[src/hdl/odrb_map.svh]
// offsets, field positions, reset values and timing counts of the decoder
`ifndef ODRB_MAP_SVH
`define ODRB_MAP_SVH
// register byte offsets on the bus
`define ODRB_CTRL_OFS     8'h00
`define ODRB_STAT_OFS     8'h04
`define ODRB_CNT_OFS      8'h08
// control register fields and reset value
`define ODRB_CTRL_EN_BIT  0
`define ODRB_CTRL_RST     1'b1
// status register field positions
`define ODRB_STAT_OP_LSB  0
`define ODRB_STAT_LEN_LSB 8
`define ODRB_STAT_CYC_LSB 10
`define ODRB_STAT_LEG_BIT 14
`define ODRB_STAT_TKN_BIT 15
// base cycle counts per addressing mode
`define ODRB_CYC_IMM      4'h2
`define ODRB_CYC_DIR      4'h3
`define ODRB_CYC_EXT      4'h4
`define ODRB_CYC_IX       4'h3
`define ODRB_CYC_IX1      4'h4
`define ODRB_CYC_IX2      4'h5
`define ODRB_CYC_REL      4'h3
`define ODRB_CYC_CALL     4'h6
`define ODRB_CYC_BIT      4'h5
// instruction lengths in bytes
`define ODRB_LEN_ONE      2'h1
`define ODRB_LEN_TWO      2'h2
`define ODRB_LEN_THREE    2'h3
// special encodings
`define ODRB_OP_CALL_REL  8'had
`define ODRB_PAGE0_HI     8'h00
`endif

[src/hdl/odrb_pkg.sv]
// types shared by the decoder modules
`default_nettype none
package odrb_pkg;
  // addressing modes
  typedef enum logic [3:0] {
    M_NONE, M_IMM, M_DIR, M_EXT, M_IX, M_IX1, M_IX2, M_REL, M_BSC, M_BTB
  } odrb_mode_t;
  // operation kinds covered by this decoder
  typedef enum logic [4:0] {
    K_OTHER, K_ADD_CARRY, K_SUBTRACT_WITH_BORROW_OP, K_EXCLUSIVE_OR_OP,
    K_COMPARE_ACCUMULATOR_OP, K_COMPARE_INDEX_OP, K_LOGIC_TEST,
    K_LOAD_A, K_LOAD_X, K_STORE_ACCUMULATOR_OP, K_STORE_INDEX_OP,
    K_ADD, K_SUB, K_AND, K_OR, K_JUMP_OP, K_JUMP_TO_SUBROUTINE_OP,
    K_BRANCH, K_BRANCH_TO_SUBROUTINE, K_TEST_BIT_BRANCH_IF_ONE,
    K_TEST_BIT_BRANCH_IF_ZERO, K_DIRECT_BIT_SET, K_DIRECT_BIT_CLEAR
  } odrb_kind_t;
endpackage
`default_nettype wire

[src/hdl/odrb_decoder.sv]
// decoder for register/memory, relative branch and bit instructions
//
// Local design decisions: the Wishbone slave port and the placing of the registers.
`include "odrb_map.svh"
`default_nettype none
module odrb_decoder (
  input  wire logic                 core_clk,
  input  wire logic                 sys_rst,
  // classic wishbone slave
  input  wire logic                 wb_cyc_i,
  input  wire logic                 wb_stb_i,
  input  wire logic                 wb_we_i,
  input  wire logic [7:0]           wb_adr_i,
  input  wire logic [3:0]           wb_sel_i,
  input  wire logic [31:0]          wb_dat_i,
  output logic [31:0]               wb_dat_o,
  output logic                      wb_ack_o,
  // decode request from the fetch unit
  input  wire logic                 dec_req,
  input  wire logic [7:0]           opcode,
  input  wire logic [7:0]           operand1,
  input  wire logic [7:0]           operand2,
  input  wire logic [7:0]           index_reg,
  input  wire logic [7:0]           mem_byte,
  input  wire logic                 ccr_c,
  input  wire logic                 ccr_z,
  input  wire logic                 ccr_n,
  input  wire logic                 ccr_h,
  input  wire logic                 ccr_i,
  input  wire logic                 irq_pin,
  // decode results
  output logic                      dec_valid,
  output logic                      dec_legal,
  output odrb_pkg::odrb_kind_t      dec_kind,
  output odrb_pkg::odrb_mode_t      dec_mode,
  output logic [1:0]                inst_len,
  output logic [3:0]                inst_cycles,
  output logic [15:0]               eff_addr,
  output logic                      branch_taken,
  output logic                      carry_wr,
  output logic                      carry_val,
  output logic                      bit_wr_en,
  output logic [7:0]                bit_wr_data
);

  // length in bytes of each addressing mode
  function automatic logic [1:0] mode_len(input odrb_pkg::odrb_mode_t m);
    case (m)
      odrb_pkg::M_IX:  mode_len = `ODRB_LEN_ONE;
      odrb_pkg::M_EXT: mode_len = `ODRB_LEN_THREE;
      odrb_pkg::M_IX2: mode_len = `ODRB_LEN_THREE;
      odrb_pkg::M_BTB: mode_len = `ODRB_LEN_THREE;
      default:         mode_len = `ODRB_LEN_TWO;
    endcase
  endfunction

  // base cycle count of a load-like access in each mode
  function automatic logic [3:0] mode_cyc(input odrb_pkg::odrb_mode_t m);
    case (m)
      odrb_pkg::M_IMM: mode_cyc = `ODRB_CYC_IMM;
      odrb_pkg::M_DIR: mode_cyc = `ODRB_CYC_DIR;
      odrb_pkg::M_EXT: mode_cyc = `ODRB_CYC_EXT;
      odrb_pkg::M_IX:  mode_cyc = `ODRB_CYC_IX;
      odrb_pkg::M_IX1: mode_cyc = `ODRB_CYC_IX1;
      odrb_pkg::M_IX2: mode_cyc = `ODRB_CYC_IX2;
      default:         mode_cyc = `ODRB_CYC_REL;
    endcase
  endfunction

  // condition of a relative branch from the low opcode nibble
  function automatic logic branch_cond(input logic [3:0] sel,
                                       input logic c, input logic z,
                                       input logic n, input logic h,
                                       input logic i, input logic pin);
    case (sel[3:1])
      3'h0: branch_cond = 1'b1;
      3'h1: branch_cond = ~(c | z);
      3'h2: branch_cond = ~c;
      3'h3: branch_cond = ~z;
      3'h4: branch_cond = ~h;
      3'h5: branch_cond = ~n;
      3'h6: branch_cond = ~i;
      default: branch_cond = ~pin;
    endcase
    // odd opcodes take the inverse sense
    branch_cond = branch_cond ^ sel[0];
  endfunction

  // register/memory operation from the low opcode nibble
  function automatic odrb_pkg::odrb_kind_t rm_kind(input logic [3:0] sel);
    case (sel)
      4'h0: rm_kind = odrb_pkg::K_SUB;
      4'h1: rm_kind = odrb_pkg::K_COMPARE_ACCUMULATOR_OP;
      4'h2: rm_kind = odrb_pkg::K_SUBTRACT_WITH_BORROW_OP;
      4'h3: rm_kind = odrb_pkg::K_COMPARE_INDEX_OP;
      4'h4: rm_kind = odrb_pkg::K_AND;
      4'h5: rm_kind = odrb_pkg::K_LOGIC_TEST;
      4'h6: rm_kind = odrb_pkg::K_LOAD_A;
      4'h7: rm_kind = odrb_pkg::K_STORE_ACCUMULATOR_OP;
      4'h8: rm_kind = odrb_pkg::K_EXCLUSIVE_OR_OP;
      4'h9: rm_kind = odrb_pkg::K_ADD_CARRY;
      4'ha: rm_kind = odrb_pkg::K_OR;
      4'hb: rm_kind = odrb_pkg::K_ADD;
      4'hc: rm_kind = odrb_pkg::K_JUMP_OP;
      4'hd: rm_kind = odrb_pkg::K_JUMP_TO_SUBROUTINE_OP;
      4'he: rm_kind = odrb_pkg::K_LOAD_X;
      default: rm_kind = odrb_pkg::K_STORE_INDEX_OP;
    endcase
  endfunction

  logic                 decode_en;
  logic [7:0]           op_last;
  logic [15:0]          dec_count;
  logic                 irq_s1;
  logic                 irq_s2;
  logic                 irq_s3;
  logic                 irq_level;
  logic                 accept;
  logic                 bus_req;
  logic [31:0]          next_rdata;
  odrb_pkg::odrb_kind_t next_kind;
  odrb_pkg::odrb_mode_t next_mode;
  logic [1:0]           next_len;
  logic [3:0]           next_cyc;
  logic                 next_legal;
  logic                 next_taken;
  logic [15:0]          next_ea;
  logic                 tested_bit;
  logic [7:0]           rewritten;

  assign accept  = dec_req & decode_en;
  assign bus_req = wb_cyc_i & wb_stb_i;

  // interrupt pin crosses in: three stages, level moves when last two agree
  always_ff @(posedge core_clk) begin
    if (sys_rst) begin
      irq_s1    <= 1'b1;
      irq_s2    <= 1'b1;
      irq_s3    <= 1'b1;
      irq_level <= 1'b1;
    end else begin
      irq_s1 <= irq_pin;
      irq_s2 <= irq_s1;
      irq_s3 <= irq_s2;
      if (irq_s2 == irq_s3) begin
        irq_level <= irq_s3;
      end
    end
  end

  // page 0 bit test and rewrite, n from opcode bits 3:1
  odrb_bit_unit u_bit (
    .byte_in       (mem_byte),
    .bit_sel       (opcode[3:1]),
    .clear_not_set (opcode[0]),
    .bit_val       (tested_bit),
    .byte_out      (rewritten)
  );

  // effective address for the decoded mode
  odrb_ea_calc u_ea (
    .mode      (next_mode),
    .op1       (operand1),
    .op2       (operand2),
    .index_val (index_reg),
    .ea        (next_ea)
  );

  // opcode group decode: lengths, cycles, kinds and branch decision
  always_comb begin
    next_kind  = odrb_pkg::K_OTHER;
    next_mode  = odrb_pkg::M_NONE;
    next_len   = `ODRB_LEN_ONE;
    next_cyc   = 4'h0;
    next_legal = 1'b0;
    next_taken = 1'b0;
    case (opcode[7:4])
      4'h0: begin
        next_kind  = opcode[0] ? odrb_pkg::K_TEST_BIT_BRANCH_IF_ZERO
                               : odrb_pkg::K_TEST_BIT_BRANCH_IF_ONE;
        next_mode  = odrb_pkg::M_BTB;
        next_len   = mode_len(odrb_pkg::M_BTB);
        next_cyc   = `ODRB_CYC_BIT;
        next_legal = 1'b1;
        next_taken = tested_bit ^ opcode[0];
      end
      4'h1: begin
        next_kind  = opcode[0] ? odrb_pkg::K_DIRECT_BIT_CLEAR
                               : odrb_pkg::K_DIRECT_BIT_SET;
        next_mode  = odrb_pkg::M_BSC;
        next_len   = mode_len(odrb_pkg::M_BSC);
        next_cyc   = `ODRB_CYC_BIT;
        next_legal = 1'b1;
      end
      4'h2: begin
        next_kind  = odrb_pkg::K_BRANCH;
        next_mode  = odrb_pkg::M_REL;
        next_len   = mode_len(odrb_pkg::M_REL);
        next_cyc   = `ODRB_CYC_REL;
        next_legal = 1'b1;
        next_taken = branch_cond(opcode[3:0], ccr_c, ccr_z, ccr_n,
                                 ccr_h, ccr_i, irq_level);
      end
      4'ha, 4'hb, 4'hc, 4'hd, 4'he, 4'hf: begin
        case (opcode[7:4])
          4'ha:    next_mode = odrb_pkg::M_IMM;
          4'hb:    next_mode = odrb_pkg::M_DIR;
          4'hc:    next_mode = odrb_pkg::M_EXT;
          4'hd:    next_mode = odrb_pkg::M_IX2;
          4'he:    next_mode = odrb_pkg::M_IX1;
          default: next_mode = odrb_pkg::M_IX;
        endcase
        next_kind  = rm_kind(opcode[3:0]);
        next_len   = mode_len(next_mode);
        next_cyc   = mode_cyc(next_mode);
        next_legal = 1'b1;
        case (opcode[3:0])
          4'h7, 4'hf: next_cyc = mode_cyc(next_mode) + 4'h1;
          4'hc:       next_cyc = mode_cyc(next_mode) - 4'h1;
          4'hd:       next_cyc = mode_cyc(next_mode) + 4'h2;
          default:    next_cyc = mode_cyc(next_mode);
        endcase
        if (opcode == `ODRB_OP_CALL_REL) begin
          next_kind  = odrb_pkg::K_BRANCH_TO_SUBROUTINE;
          next_mode  = odrb_pkg::M_REL;
          next_len   = `ODRB_LEN_TWO;
          next_cyc   = `ODRB_CYC_CALL;
          next_taken = 1'b1;
        end else if (opcode[7:4] == 4'ha &&
                     (opcode[3:0] == 4'h7 || opcode[3:0] == 4'hc ||
                      opcode[3:0] == 4'hf)) begin
          // immediate slot holds no store or jump
          next_kind  = odrb_pkg::K_OTHER;
          next_mode  = odrb_pkg::M_NONE;
          next_len   = `ODRB_LEN_ONE;
          next_cyc   = 4'h0;
          next_legal = 1'b0;
        end
      end
      default: begin
        next_kind  = odrb_pkg::K_OTHER;
      end
    endcase
  end

  // decode results, loaded on each accepted request
  always_ff @(posedge core_clk) begin
    if (sys_rst) begin
      dec_valid    <= 1'b0;
      dec_legal    <= 1'b0;
      dec_kind     <= odrb_pkg::K_OTHER;
      dec_mode     <= odrb_pkg::M_NONE;
      inst_len     <= 2'h0;
      inst_cycles  <= 4'h0;
      eff_addr     <= 16'h0000;
      branch_taken <= 1'b0;
      op_last      <= 8'h00;
    end else begin
      dec_valid <= accept;
      if (accept) begin
        dec_legal    <= next_legal;
        dec_kind     <= next_kind;
        dec_mode     <= next_mode;
        inst_len     <= next_len;
        inst_cycles  <= next_cyc;
        eff_addr     <= next_ea;
        branch_taken <= next_taken;
        op_last      <= opcode;
      end
    end
  end

  // carry copy and page 0 write pulses of the bit instructions
  always_ff @(posedge core_clk) begin
    if (sys_rst) begin
      carry_wr    <= 1'b0;
      carry_val   <= 1'b0;
      bit_wr_en   <= 1'b0;
      bit_wr_data <= 8'h00;
    end else begin
      carry_wr  <= accept && opcode[7:4] == 4'h0;
      bit_wr_en <= accept && opcode[7:4] == 4'h1;
      if (accept && opcode[7:4] == 4'h0) begin
        carry_val <= tested_bit;
      end
      if (accept && opcode[7:4] == 4'h1) begin
        bit_wr_data <= rewritten;
      end
    end
  end

  // count of accepted decodes
  always_ff @(posedge core_clk) begin
    if (sys_rst) begin
      dec_count <= 16'h0000;
    end else if (accept) begin
      dec_count <= dec_count + 16'h0001;
    end
  end

  // bus write to control, taken on the acknowledging edge
  always_ff @(posedge core_clk) begin
    if (sys_rst) begin
      decode_en <= `ODRB_CTRL_RST;
    end else if (bus_req && wb_we_i && wb_ack_o && wb_sel_i[0] &&
                 wb_adr_i == `ODRB_CTRL_OFS) begin
      decode_en <= wb_dat_i[`ODRB_CTRL_EN_BIT];
    end
  end

  // read mux; unmapped offsets read zero
  always_comb begin
    next_rdata = 32'h0000_0000;
    case (wb_adr_i)
      `ODRB_CTRL_OFS: next_rdata[`ODRB_CTRL_EN_BIT] = decode_en;
      `ODRB_STAT_OFS: begin
        next_rdata[`ODRB_STAT_OP_LSB +: 8]  = op_last;
        next_rdata[`ODRB_STAT_LEN_LSB +: 2] = inst_len;
        next_rdata[`ODRB_STAT_CYC_LSB +: 4] = inst_cycles;
        next_rdata[`ODRB_STAT_LEG_BIT]      = dec_legal;
        next_rdata[`ODRB_STAT_TKN_BIT]      = branch_taken;
      end
      `ODRB_CNT_OFS: next_rdata[15:0] = dec_count;
      default: next_rdata = 32'h0000_0000;
    endcase
  end

  // one acknowledge per request, dropped the cycle after
  always_ff @(posedge core_clk) begin
    if (sys_rst) begin
      wb_ack_o <= 1'b0;
      wb_dat_o <= 32'h0000_0000;
    end else begin
      wb_ack_o <= bus_req & ~wb_ack_o;
      wb_dat_o <= next_rdata;
    end
  end

  // checks on the decode results
  a_carry_add_op: assert property (@(posedge core_clk) disable iff (sys_rst)
    accept && (opcode == 8'ha9 || opcode == 8'hc9 || opcode == 8'he9) |=>
    dec_kind == odrb_pkg::K_ADD_CARRY && inst_cycles ==
    (op_last == 8'ha9 ? 4'h2 : 4'h4))
    else $error("add with carry decode wrong");
  a_borrow_ix2: assert property (@(posedge core_clk) disable iff (sys_rst)
    accept && opcode == 8'hd2 |=> dec_valid && inst_len == 2'h3 &&
    inst_cycles == 4'h5 && eff_addr == {$past(operand1), $past(operand2)}
    + {8'h00, $past(index_reg)})
    else $error("borrow subtract indexed decode wrong");
  a_xor_noofs: assert property (@(posedge core_clk) disable iff (sys_rst)
    accept && opcode == 8'hf8 |=> inst_len == 2'h1 && inst_cycles == 4'h3
    && eff_addr == {8'h00, $past(index_reg)})
    else $error("exclusive or indexed decode wrong");
  a_cmp_index: assert property (@(posedge core_clk) disable iff (sys_rst)
    accept && opcode == 8'he3 |=> dec_kind == odrb_pkg::K_COMPARE_INDEX_OP
    && inst_len == 2'h2 && inst_cycles == 4'h4)
    else $error("index compare decode wrong");
  a_branch_timing: assert property (@(posedge core_clk)
    disable iff (sys_rst)
    accept && opcode[7:4] == 4'h2 |=> dec_valid && inst_len == 2'h2 &&
    inst_cycles == 4'h3 && dec_kind == odrb_pkg::K_BRANCH)
    else $error("relative branch timing wrong");
  a_call_rel: assert property (@(posedge core_clk) disable iff (sys_rst)
    accept && opcode == 8'had |=> inst_cycles == 4'h6 && branch_taken)
    else $error("relative call decode wrong");
  a_lower_same: assert property (@(posedge core_clk) disable iff (sys_rst)
    accept && opcode == 8'h23 |=>
    branch_taken == ($past(ccr_c) | $past(ccr_z)))
    else $error("lower or same decision wrong");
  a_bit_carry: assert property (@(posedge core_clk) disable iff (sys_rst)
    accept && opcode[7:4] == 4'h0 |=> carry_wr &&
    carry_val == $past(tested_bit) &&
    branch_taken == ($past(tested_bit) ^ op_last[0]))
    else $error("bit test carry copy wrong");
  a_bit_write: assert property (@(posedge core_clk) disable iff (sys_rst)
    accept && opcode[7:4] == 4'h1 |=> bit_wr_en && inst_cycles == 4'h5
    && inst_len == 2'h2 && eff_addr == {8'h00, $past(operand1)})
    else $error("bit set or clear write wrong");
  a_no_imm_store: assert property (@(posedge core_clk) disable iff (sys_rst)
    accept && (opcode == 8'ha7 || opcode == 8'haf) |=> !dec_legal)
    else $error("immediate store slot decoded");

endmodule
`default_nettype wire

[src/hdl/odrb_ea_calc.sv]
// effective address former for direct, extended and indexed modes
`include "odrb_map.svh"
`default_nettype none
module odrb_ea_calc (
  input  wire odrb_pkg::odrb_mode_t mode,
  input  wire logic [7:0]           op1,
  input  wire logic [7:0]           op2,
  input  wire logic [7:0]           index_val,
  output logic [15:0]               ea
);
  // unsigned index plus zero, 8-bit or 16-bit offset
  always_comb begin
    case (mode)
      odrb_pkg::M_DIR: ea = {`ODRB_PAGE0_HI, op1};
      odrb_pkg::M_BSC: ea = {`ODRB_PAGE0_HI, op1};
      odrb_pkg::M_BTB: ea = {`ODRB_PAGE0_HI, op1};
      odrb_pkg::M_EXT: ea = {op1, op2};
      odrb_pkg::M_IX:  ea = {8'h00, index_val};
      odrb_pkg::M_IX1: ea = {8'h00, op1} + {8'h00, index_val};
      odrb_pkg::M_IX2: ea = {op1, op2} + {8'h00, index_val};
      default:         ea = 16'h0000;
    endcase
  end
endmodule
`default_nettype wire

[src/hdl/odrb_bit_unit.sv]
// selects, tests and rewrites one bit of a direct page byte
`default_nettype none
module odrb_bit_unit (
  input  wire logic [7:0] byte_in,
  input  wire logic [2:0] bit_sel,
  input  wire logic       clear_not_set,
  output logic            bit_val,
  output logic [7:0]      byte_out
);
  // bit picked by n, and the byte with that bit forced
  always_comb begin
    bit_val  = byte_in[bit_sel];
    byte_out = byte_in;
    byte_out[bit_sel] = ~clear_not_set;
  end
endmodule
`default_nettype wire

[config.mk]
export PLATFORM = sky130hd
export DESIGN_NAME = odrb_decoder
export DESIGN_NICKNAME = d
export VERILOG_FILES = /design/src/hdl/odrb_pkg.sv /design/src/hdl/odrb_decoder.sv /design/src/hdl/odrb_ea_calc.sv /design/src/hdl/odrb_bit_unit.sv
export VERILOG_INCLUDE_DIRS = /design/src /design/src/hdl
export SDC_FILE = /design/constraint.sdc
export NUM_CORES = 1
export LEC_CHECK = 0
export ABC_AREA = 1
export BUFFER_PORTS_ARGS = -buffer_cell sky130_fd_sc_hd__buf_2
export CORE_MARGIN = 2
export CORE_UTILIZATION = 50
export CTS_CLUSTER_DIAMETER = 200
export DETAILED_ROUTE_END_ITERATION = 8
export MAX_ROUTING_LAYER = met4
export PLACE_DENSITY = 0.78
export SYNTH_ARGS = -nofsm -noshare
export SYNTH_HDL_FRONTEND = slang
export SYNTH_SLANG_ARGS = --single-unit
[constraint.sdc]
create_clock -name core_clk -period 3.07 [get_ports core_clk]
set_input_delay 0.614 -clock core_clk [delete_from_list [all_inputs] [get_ports core_clk]]
set_output_delay 0.614 -clock core_clk [all_outputs]
set_load 0.01 [all_outputs]
# Word level (Yosys, flattened, before mapping)
# Memories as Yosys holds them, arrays and structs flattened.
# Index checks and enable logic that the tools add are counted.
[classes]
addsub = 6
order_cmp = 2
eq_ne = 35
muxes = 40
n_bitwise = 15
n_reduce_logical = 21
[op_table]
columns = ["operator", "n"]
rows = [
  ["16-bit case mux with 5 select lines", 1],
  ["4-bit == test, second input constant", 12],
  ["4-bit two-way mux", 11],
  ["15-bit case mux with 2 select lines", 1],
  ["4-bit by 3-bit == test with 1-bit output, second input constant", 7],
  ["4-bit case mux with 3 select lines", 2],
  ["5-bit case mux with 4 select lines", 1],
  ["16-bit by 1-bit adder with 16-bit output, second input constant", 1],
  ["16-bit by 8-bit adder with 16-bit output", 1],
  ["4-bit by 2-bit == test with 1-bit output, second input constant", 4],
  ["4-bit case mux with 4 select lines", 1],
  ["3-bit case mux with 5 select lines", 1],
  ["5-bit two-way mux", 2],
  ["8-bit by 8-bit adder with 9-bit output", 1],
  ["3-bit == test, second input constant", 3],
  ["1-bit inverter", 9],
  ["3-bit case mux with 3 select lines", 1],
  ["3-bit OR reduction", 3],
  ["8-bit bitwise mux", 1],
  ["4-bit by 1-bit == test with 1-bit output, second input constant", 2],
  ["8-bit by 3-bit == test with 1-bit output, second input constant", 1],
  ["8-bit by 4-bit == test with 1-bit output, second input constant", 1],
  ["8-bit == test, second input constant", 1],
  ["1-bit logical AND", 8],
  ["27 further kinds", 43],
]
[totals]
reg_bits = 107
romBits = 80
out_inout_bits = 78
mem_count = 1
[memory_table]
columns = ["memory", "words", "word_bits", "rd", "rd_ports_with_merged_regs", "write_ports", "line_no", "text"]
rows = [
  ["(name not given)", 16, 5, 1, 0, 0, "odrb_decoder.sv:91", "case (sel)"],
]

# Logic depth before layout (Yosys ltp)
# Gate-level depths: netlist (run 1).
[logic_depth]
ltp_word = 13
ltp_mapped = 15

# Hierarchy
# A second synthesis (run 1) with hierarchy kept.
[unflattened]
hier_cells = 908
area_unflattened_um2 = 5784.3
[by_module_without_submodules]
columns = ["mod", "instances", "cells_per_inst", "area_each_um2", "seq_area_each_um2"]
rows = [
  ["odrb_decoder", 1, 566, 4087.7, 1821.7],
  ["odrb_ea_calc", 1, 292, 1471.4, 0.0],
  ["odrb_bit_unit", 1, 50, 225.2, 0.0],
]

# Worst setup path before layout (run 1)
# Ideal clock, no wire load.
[synth_timing]
path_type = "in2reg"
from = "input opcode[1]"
to = "register inst_cycles[1]"
setup_ns = 0.130
arrival_time_ns = 2.087
required_time_ns = 2.940
slack_ns = 0.853
stages = 13
path_cell_list = "buf_4 -> inv_2 -> ha_1 -> inv_1 -> nor2_1 -> nor2_1 -> or2_2 -> inv_1 -> ha_1 -> nand2_1 -> nand3_1 -> nand2_1 -> a32oi_1"
[synth_between]
elab_chain_cells = 7
word_cells_on_any_way = 13
classes_between = "5 x eq/ne; 4 x mux; 4 x reduce/logical"
[synth_rtl]
columns = ["item", "line_no", "text"]
rows = [
  ["from (decl)", "odrb_decoder.sv:20", "input wire logic [7:0] opcode,"],
  ["branches (longest 5 deep; another with 4-bit by 3-bit == test with 1-bit output)", "-", ""],
  ["4-bit two-way mux *", "odrb_decoder.sv:223", "if (opcode == `ODRB_OP_CALL_REL) begin"],
  ["4-bit case mux with 3 select lines *", "odrb_decoder.sv:177", "case (opcode[7:4])"],
  ["to (signal assigned)", "odrb_decoder.sv:265", "inst_cycles <= next_cyc;"],
  ["to (decl)", "odrb_decoder.sv:37", "output logic [3:0] inst_cycles,"],
]
# Mark *: on every way between the ends.
# A chain may end at the register's enable or synchronous reset.

# Final worst setup path (run 1)
[layout_timing]
from = "input opcode[1]"
to = "register inst_cycles[2]"
# Same word-level chain as after synthesis.

==> results of run 1 <==
## worst paths after layout
path | cells after the start | slack, ns | start | endpoint
max | 15 | 0.88 | opcode[1] | inst_cycles[2]
min | 1 | 0.41 | irq_s1 | irq_s2
max reg2reg | 7 | 1.37 | decode_en | dec_count[15]
min reg2reg | 1 | 0.41 | irq_s1 | irq_s2
## critical path, delay by kind of cell
family / cells / cell delay [ns]
and+or+nand+nor: 5 / 0.53
adders and majority gates: 2 / 0.40
buffers and inverters: 5 / 0.57
AOI/OAI and AO/OA: 3 / 0.35
## logic make-up after synthesis
kind of cell               count (synthesis)
DFF                                       91
buffers and inverters                    140
adders and majority gates                 27
other                                      1
xor gates and xnor gates                   4
AOI/OAI and AO/OA                        173
and+or+nand+nor                          405
## per-layer routing
layer	routed length, um	vias to the layer above
met5	0	-
met4	371	0
met3	1140	30
met2	6840	225
met1	7510	2629
li1	-	2976
## through the flow
stage	cells	instance area (um2)	setup WS, ns
5_1_grt	1100	6560	0.699
3_5_place_dp	1083	6280	0.563
4_1_cts	1099	6550	0.917
3_3_place_gp	1083	6280	0.588
6_report	1100	6560	0.878
2_1_floorplan	856	5700	0.853
## state kept, by name, indices dropped and copies added, names as in the netlist, 2 cells and up
signal	cells
bit_wr_data	8
dec_count	16
dec_kind	5
dec_mode	4
eff_addr	16
inst_cycles	4
inst_len	2
op_last	8
wb_dat_o	16
## placed cells by master, fill, tap and decap left out, types with 4 or more instances in the layout
cell / n
nor2_4: 7
ha_1: 25
a22oi_1: 4
o21ai_0: 54
buf_4: 5
inv_1: 89
dfxtp_1: 91
nor3_1: 7
nand3_1: 70
o211ai_1: 8
nor2_1: 47
nand2_1: 223
o32ai_1: 6
a21oi_1: 80
o21ai_1: 6
nand4_1: 18
buf_2: 123
conb_1: 16
nand2_2: 5
clkbuf_16: 9
a31oi_1: 5
inv_2: 10
or2_2: 13
## area by class of cell
| type | count | share of cell area, % |
|---|---|---|
| Clock inverter | 6 | 0.725 |
| Multi-Input combinational cell | 625 | 49.7 |
| Timing Repair Buffer | 128 | 9.96 |
| Antenna cell | 1 | 0.0382 |
| Sequential cell | 91 | 27.8 |
| Tap cell | 140 | 2.67 |
| Inverter | 99 | 5.67 |
| Clock buffer | 10 | 3.49 |
## where the power goes
group | leakage [nW] | switching [mW] | internal, mW
Clock | 0.139 | 0.495 | 0.559
Sequential | 0.741 | 0.0235 | 1.22
Combinational | 2.32 | 0.339 | 0.176
Total | 3.20 | 0.858 | 1.95
==> impl_metrics.yaml, run 1 <==
status:
  outcome: "completed"
cells_and_area:
  multiInputGateArea_mm2: 0.00326
  layout-drive-gt1-share_pct: 19.9
  fillers: 1052
  fin_util_pct: 60.0
  synthToLayoutAreaGrowth_pct: 16.1
  register_area_mm2: 0.00182
  final_nets: 1077
critical_path:
  cpPeakStageDelay_ns: 0.22
  slowest_stage: "ha_1"
  crit_path_start_kind: "input pin"
  path_class: "in -> reg"
  path_cells: "buf_2, inv_2, ha_1, inv_1, nor2_1, inv_1, nor2_1, or2_2, inv_1, ha_1, a21oi_1, o21ai_0, nand2_1, nand3_1, a31oi_1"
  end_kind: "register"
  required_ns: 3.35
  cp_max_fo: 14
  arrival_ns: 2.47
  crit_top_cell: "inv_1"
timing:
  rsz0062_at_grt: "false"
  fin_crit_ns: 2.19
  setup_viol: 0
  fin_worst_skew_ns: 0.00430
  slew_violations: 0
  fmax_ghz: 0.456
  fin_tns_setup_ns: 0
  fin_crit_sh_pct: 71.4
  whs_ns: 0.410
  finalHoldViolCount: 0
grt:
  grt_overflow: 0
  grt_pass1_vias: 5153
  grt_use_total_pct: 27.2
  antenna_found_initial: 1
  use_met3_pct: 5.00
  grt_start_max_net_pins: 49
  top_usage_layer: "met2"
  met1_usage_pct: 37.1
  grt_pass1_wl_mm: 24.9
  met2_usage_pct: 40.5
run:
  drv_cap: 0
clock_tree:
  ctsHoldBuffers: 0
  cts_buffer_depth: 2
  cts.repair.resized: 0
  path_clk_slew_ns: 0.07
  clock-sinks: 91
  insertion_delay_ns: 0.35
  cts_tree: "done"
  cts_root_buf: "clkbuf_16"
  post_cts_buffers: 0
  htree_levels: 3
  cts_buffers: 9
synthesis:
  synth_top_area_share_pct: 32.3
  synthSimpleGateAreaFrac_pct: 32.7
  ys_top_cells_by_count: "nand2_1, dfxtp_1, inv_1"
  synthesis.area_mm2: 0.00565
  synthAdderAreaFrac_pct: 6.25
  muxShareOfSynthArea_pct: 0
  synth_warnings: 0
  avgSynthCellArea_um2: 6.72
  synth-xor-area-share_pct: 0.620
  synth_edf_count: 0
  synth_flop_cell: "dfxtp_1"
  synth_top_family_by_area: "simple AND/OR/NAND/NOR gates"
  synth-compound-area-share_pct: 17.0
  yosysMostFrequentCell: "nand2_1"
  synth_area_leaders: "dfxtp_1, nand2_1, a21oi_1, nand3_1, inv_1"
  async_flop_share_pct: 0
  ys_ff_latch: 91
  synthCells: 841
  ys_seq_area_share_pct: 32.3
  ys_types: 43
  yosysTopAreaCell: "dfxtp_1"
power:
  p_per_area_mw_per_mm2: 428
  p_total_mw: 2.81
  vdd_drop_max_uv: 426
  leakagePower_nw: 3.20
routing:
  ant_nets: 0
  via_per_inst: 5.33
  drc_errors: 0
  drt-initial-drc-count: 381
  routed_wl_mm: 15.9
  vias: 5860
  drtPass1Iterations: 5
  wl_per_cell_um: 14.4
floorplanning:
  die_h_um: 110
  row_count: 38
  start_util_pct: 51.6
  die_w_um: 110
  core_mm2: 0.0109
  io_pins: 174
  die_area_mm2: 0.0122
min_path:
  hold_class: "reg -> reg"
placed_design:
  dp_hpwl_mm: 11.9
  port_buffers: 123
  gp_congestion: 0.927
No activity file was read; power rests on OpenSTA's default activity.
==> inputs of run 2 (changes only) <==
Clock period 3.07 ns to 2.2 ns, I/O delays scaled along.
==> run 2 against run 1 <==
  * Count of clock-buffer cells in the layout did not move
  * Utilization rose by 1.3 points
  * Sequential power increased by 40%
  * Via count about the same
  * Worst hold slack worse by 0.14 ns
  * Routed wire length shrank 0.61%
  * Final cell count is 1.3% higher
  * Clock skew about the same
  * First-iteration DRC count increased by 15%
  * Power increased by 44%
  * Critical path type unchanged
  * Critical endpoint is now eff_addr[4]
  * Largest cell class unchanged
==> impl_metrics.yaml, run 2 (same netlist as run 1, synthesis figures left out) <==
routing:
  drt-initial-drc-count: 439
  vias: 5859
  wl_per_cell_um: 14.2
  drtPass1Iterations: 5
  routed_wl_mm: 15.8
  ant_nets: 0
  drc_errors: 0
  via_per_inst: 5.26
placed_design:
  placed_cells: 1097
  gp_congestion: 0.951
  dp_hpwl_mm: 12.0
  post-place-ws_ns: -0.0389
  port_buffers: 123
power:
  leakagePower_nw: 3.28
  p_total_mw: 4.04
  p_per_area_mw_per_mm2: 603
  vdd_drop_max_uv: 483
floorplanning:
  die_area_mm2: 0.0122
  io_pins: 174
  core_mm2: 0.0109
  row_count: 38
  start_util_pct: 51.6
  die_h_um: 110
  die_w_um: 110
clock_tree:
  clock-sinks: 91
  cts_buffer_depth: 2
  insertion_delay_ns: 0.35
  path_clk_slew_ns: 0.06
  cts_buffers: 9
  cts_root_buf: "clkbuf_16"
  cts_tree: "done"
  cts.repair.resized: 0
  ctsHoldBuffers: 0
  htree_levels: 3
  post_cts_buffers: 0
timing:
  rsz0062_at_grt: "false"
  setup_viol: 0
  fin_worst_skew_ns: 0.00480
  finalHoldViolCount: 0
  fin_ws_ns: 0.302
  slew_violations: 0
  whs_ns: 0.274
  fin_crit_sh_pct: 86.3
  fmax_ghz: 0.527
  fin_crit_ns: 1.90
cells_and_area:
  multiInputGateArea_mm2: 0.00326
  fillers: 1053
  fin_util_pct: 61.2
  final_common_cell: "nand2_1"
  register_area_mm2: 0.00182
  synthToLayoutAreaGrowth_pct: 18.6
  top_regs: "dec_count x16, eff_addr x16, wb_dat_o x16"
  final_nets: 1091
  finalNonFillerCells: 1114
  layout-drive-gt1-share_pct: 21.1
  most-common-layout-cells: "nand2_1, buf_2, dfxtp_1"
grt:
  grt_pass1_wl_mm: 25.2
  grt_pass1_vias: 5117
  grt_use_total_pct: 27.3
  grt_start_max_net_pins: 43
  grt_overflow: 0
  antenna_found_initial: 0
critical_path:
  crit_end: "eff_addr[4]"
  r2r_slack_ns: 0.49
  cp_max_fo: 4
  path_class: "in -> reg"
  crit_path_start_kind: "input pin"
  rr_endpoint: "dec_count[13]"
  setup.worst_path.start: "operand2[0]"
  required_ns: 2.41
  end_kind: "register"
  worstRegToRegCells: 7
  arrival_ns: 2.11
  worstReg2RegStart: "decode_en"
run:
  drv_cap: 0
status:
  outcome: "completed"
min_path:
  hold_class: "in -> reg"
  hold_path_depth: 2
run 2: changes by cell type in the layout (fill, tap and decap cells not counted), sizes merged:
cell,previous run,this run
clkinv,3,1
buf,128,142
clkinvlp,0,1
bufinv,0,1
run 2: report_power, final:
part | internal (mW) | switching [mW]
clock | 0.895 | 0.681
combinational | 0.266 | 0.470
sequential | 1.70 | 0.0322
total | 2.86 | 1.18
run 2: cell type report:
type	instances	share of cell area [%]
Inverter	99	5.55
Multi-Input combinational cell	625	48.6
Tap cell	140	2.62
Clock buffer	10	3.42
Sequential cell	91	27.2
Antenna cell	1	0.0374
Timing Repair Buffer	142	11.5
Clock inverter	6	1.06
run 2: worst min-delay path by stage:
stage | endpoint | slack, ns | start
after floorplan | irq_s2 | 0.39 | irq_s1
after global placement | irq_s2 | 0.39 | irq_s1
after detailed placement | irq_s2 | 0.40 | irq_s1
after CTS | irq_s1 | 0.27 | irq_pin
after global routing | irq_s1 | 0.27 | irq_pin
final | irq_s1 | 0.27 | irq_pin
run 2: layer usage:
metal	track usage (%)	vias up	routed length (um)
li1	-	3014	-
met1	36.8	2603	7230
met2	41.1	220	6950
met3	6.94	22	1310
met4	6.96	0	278
met5	-	-	0
run 2: per-stage QoR:
stage | area (um2) | TNS [ns]
6_report | 6700 | 0
5_1_grt | 6700 | 0
4_1_cts | 6700 | 0
3_5_place_dp | 6390 | -0.0389
3_3_place_gp | 6390 | -0.0173
2_1_floorplan | 5700 | 0
run 2: critical path, cell delays in order:
cell and delay, ns:
buf_2 0.10, ha_1 0.23, fa_1 0.40, nand3_1 0.10, nand3_1 0.16, or2_2 0.32, nand3_1 0.07, nand2_1 0.05
o21ai_0 0.16, a21oi_1 0.08
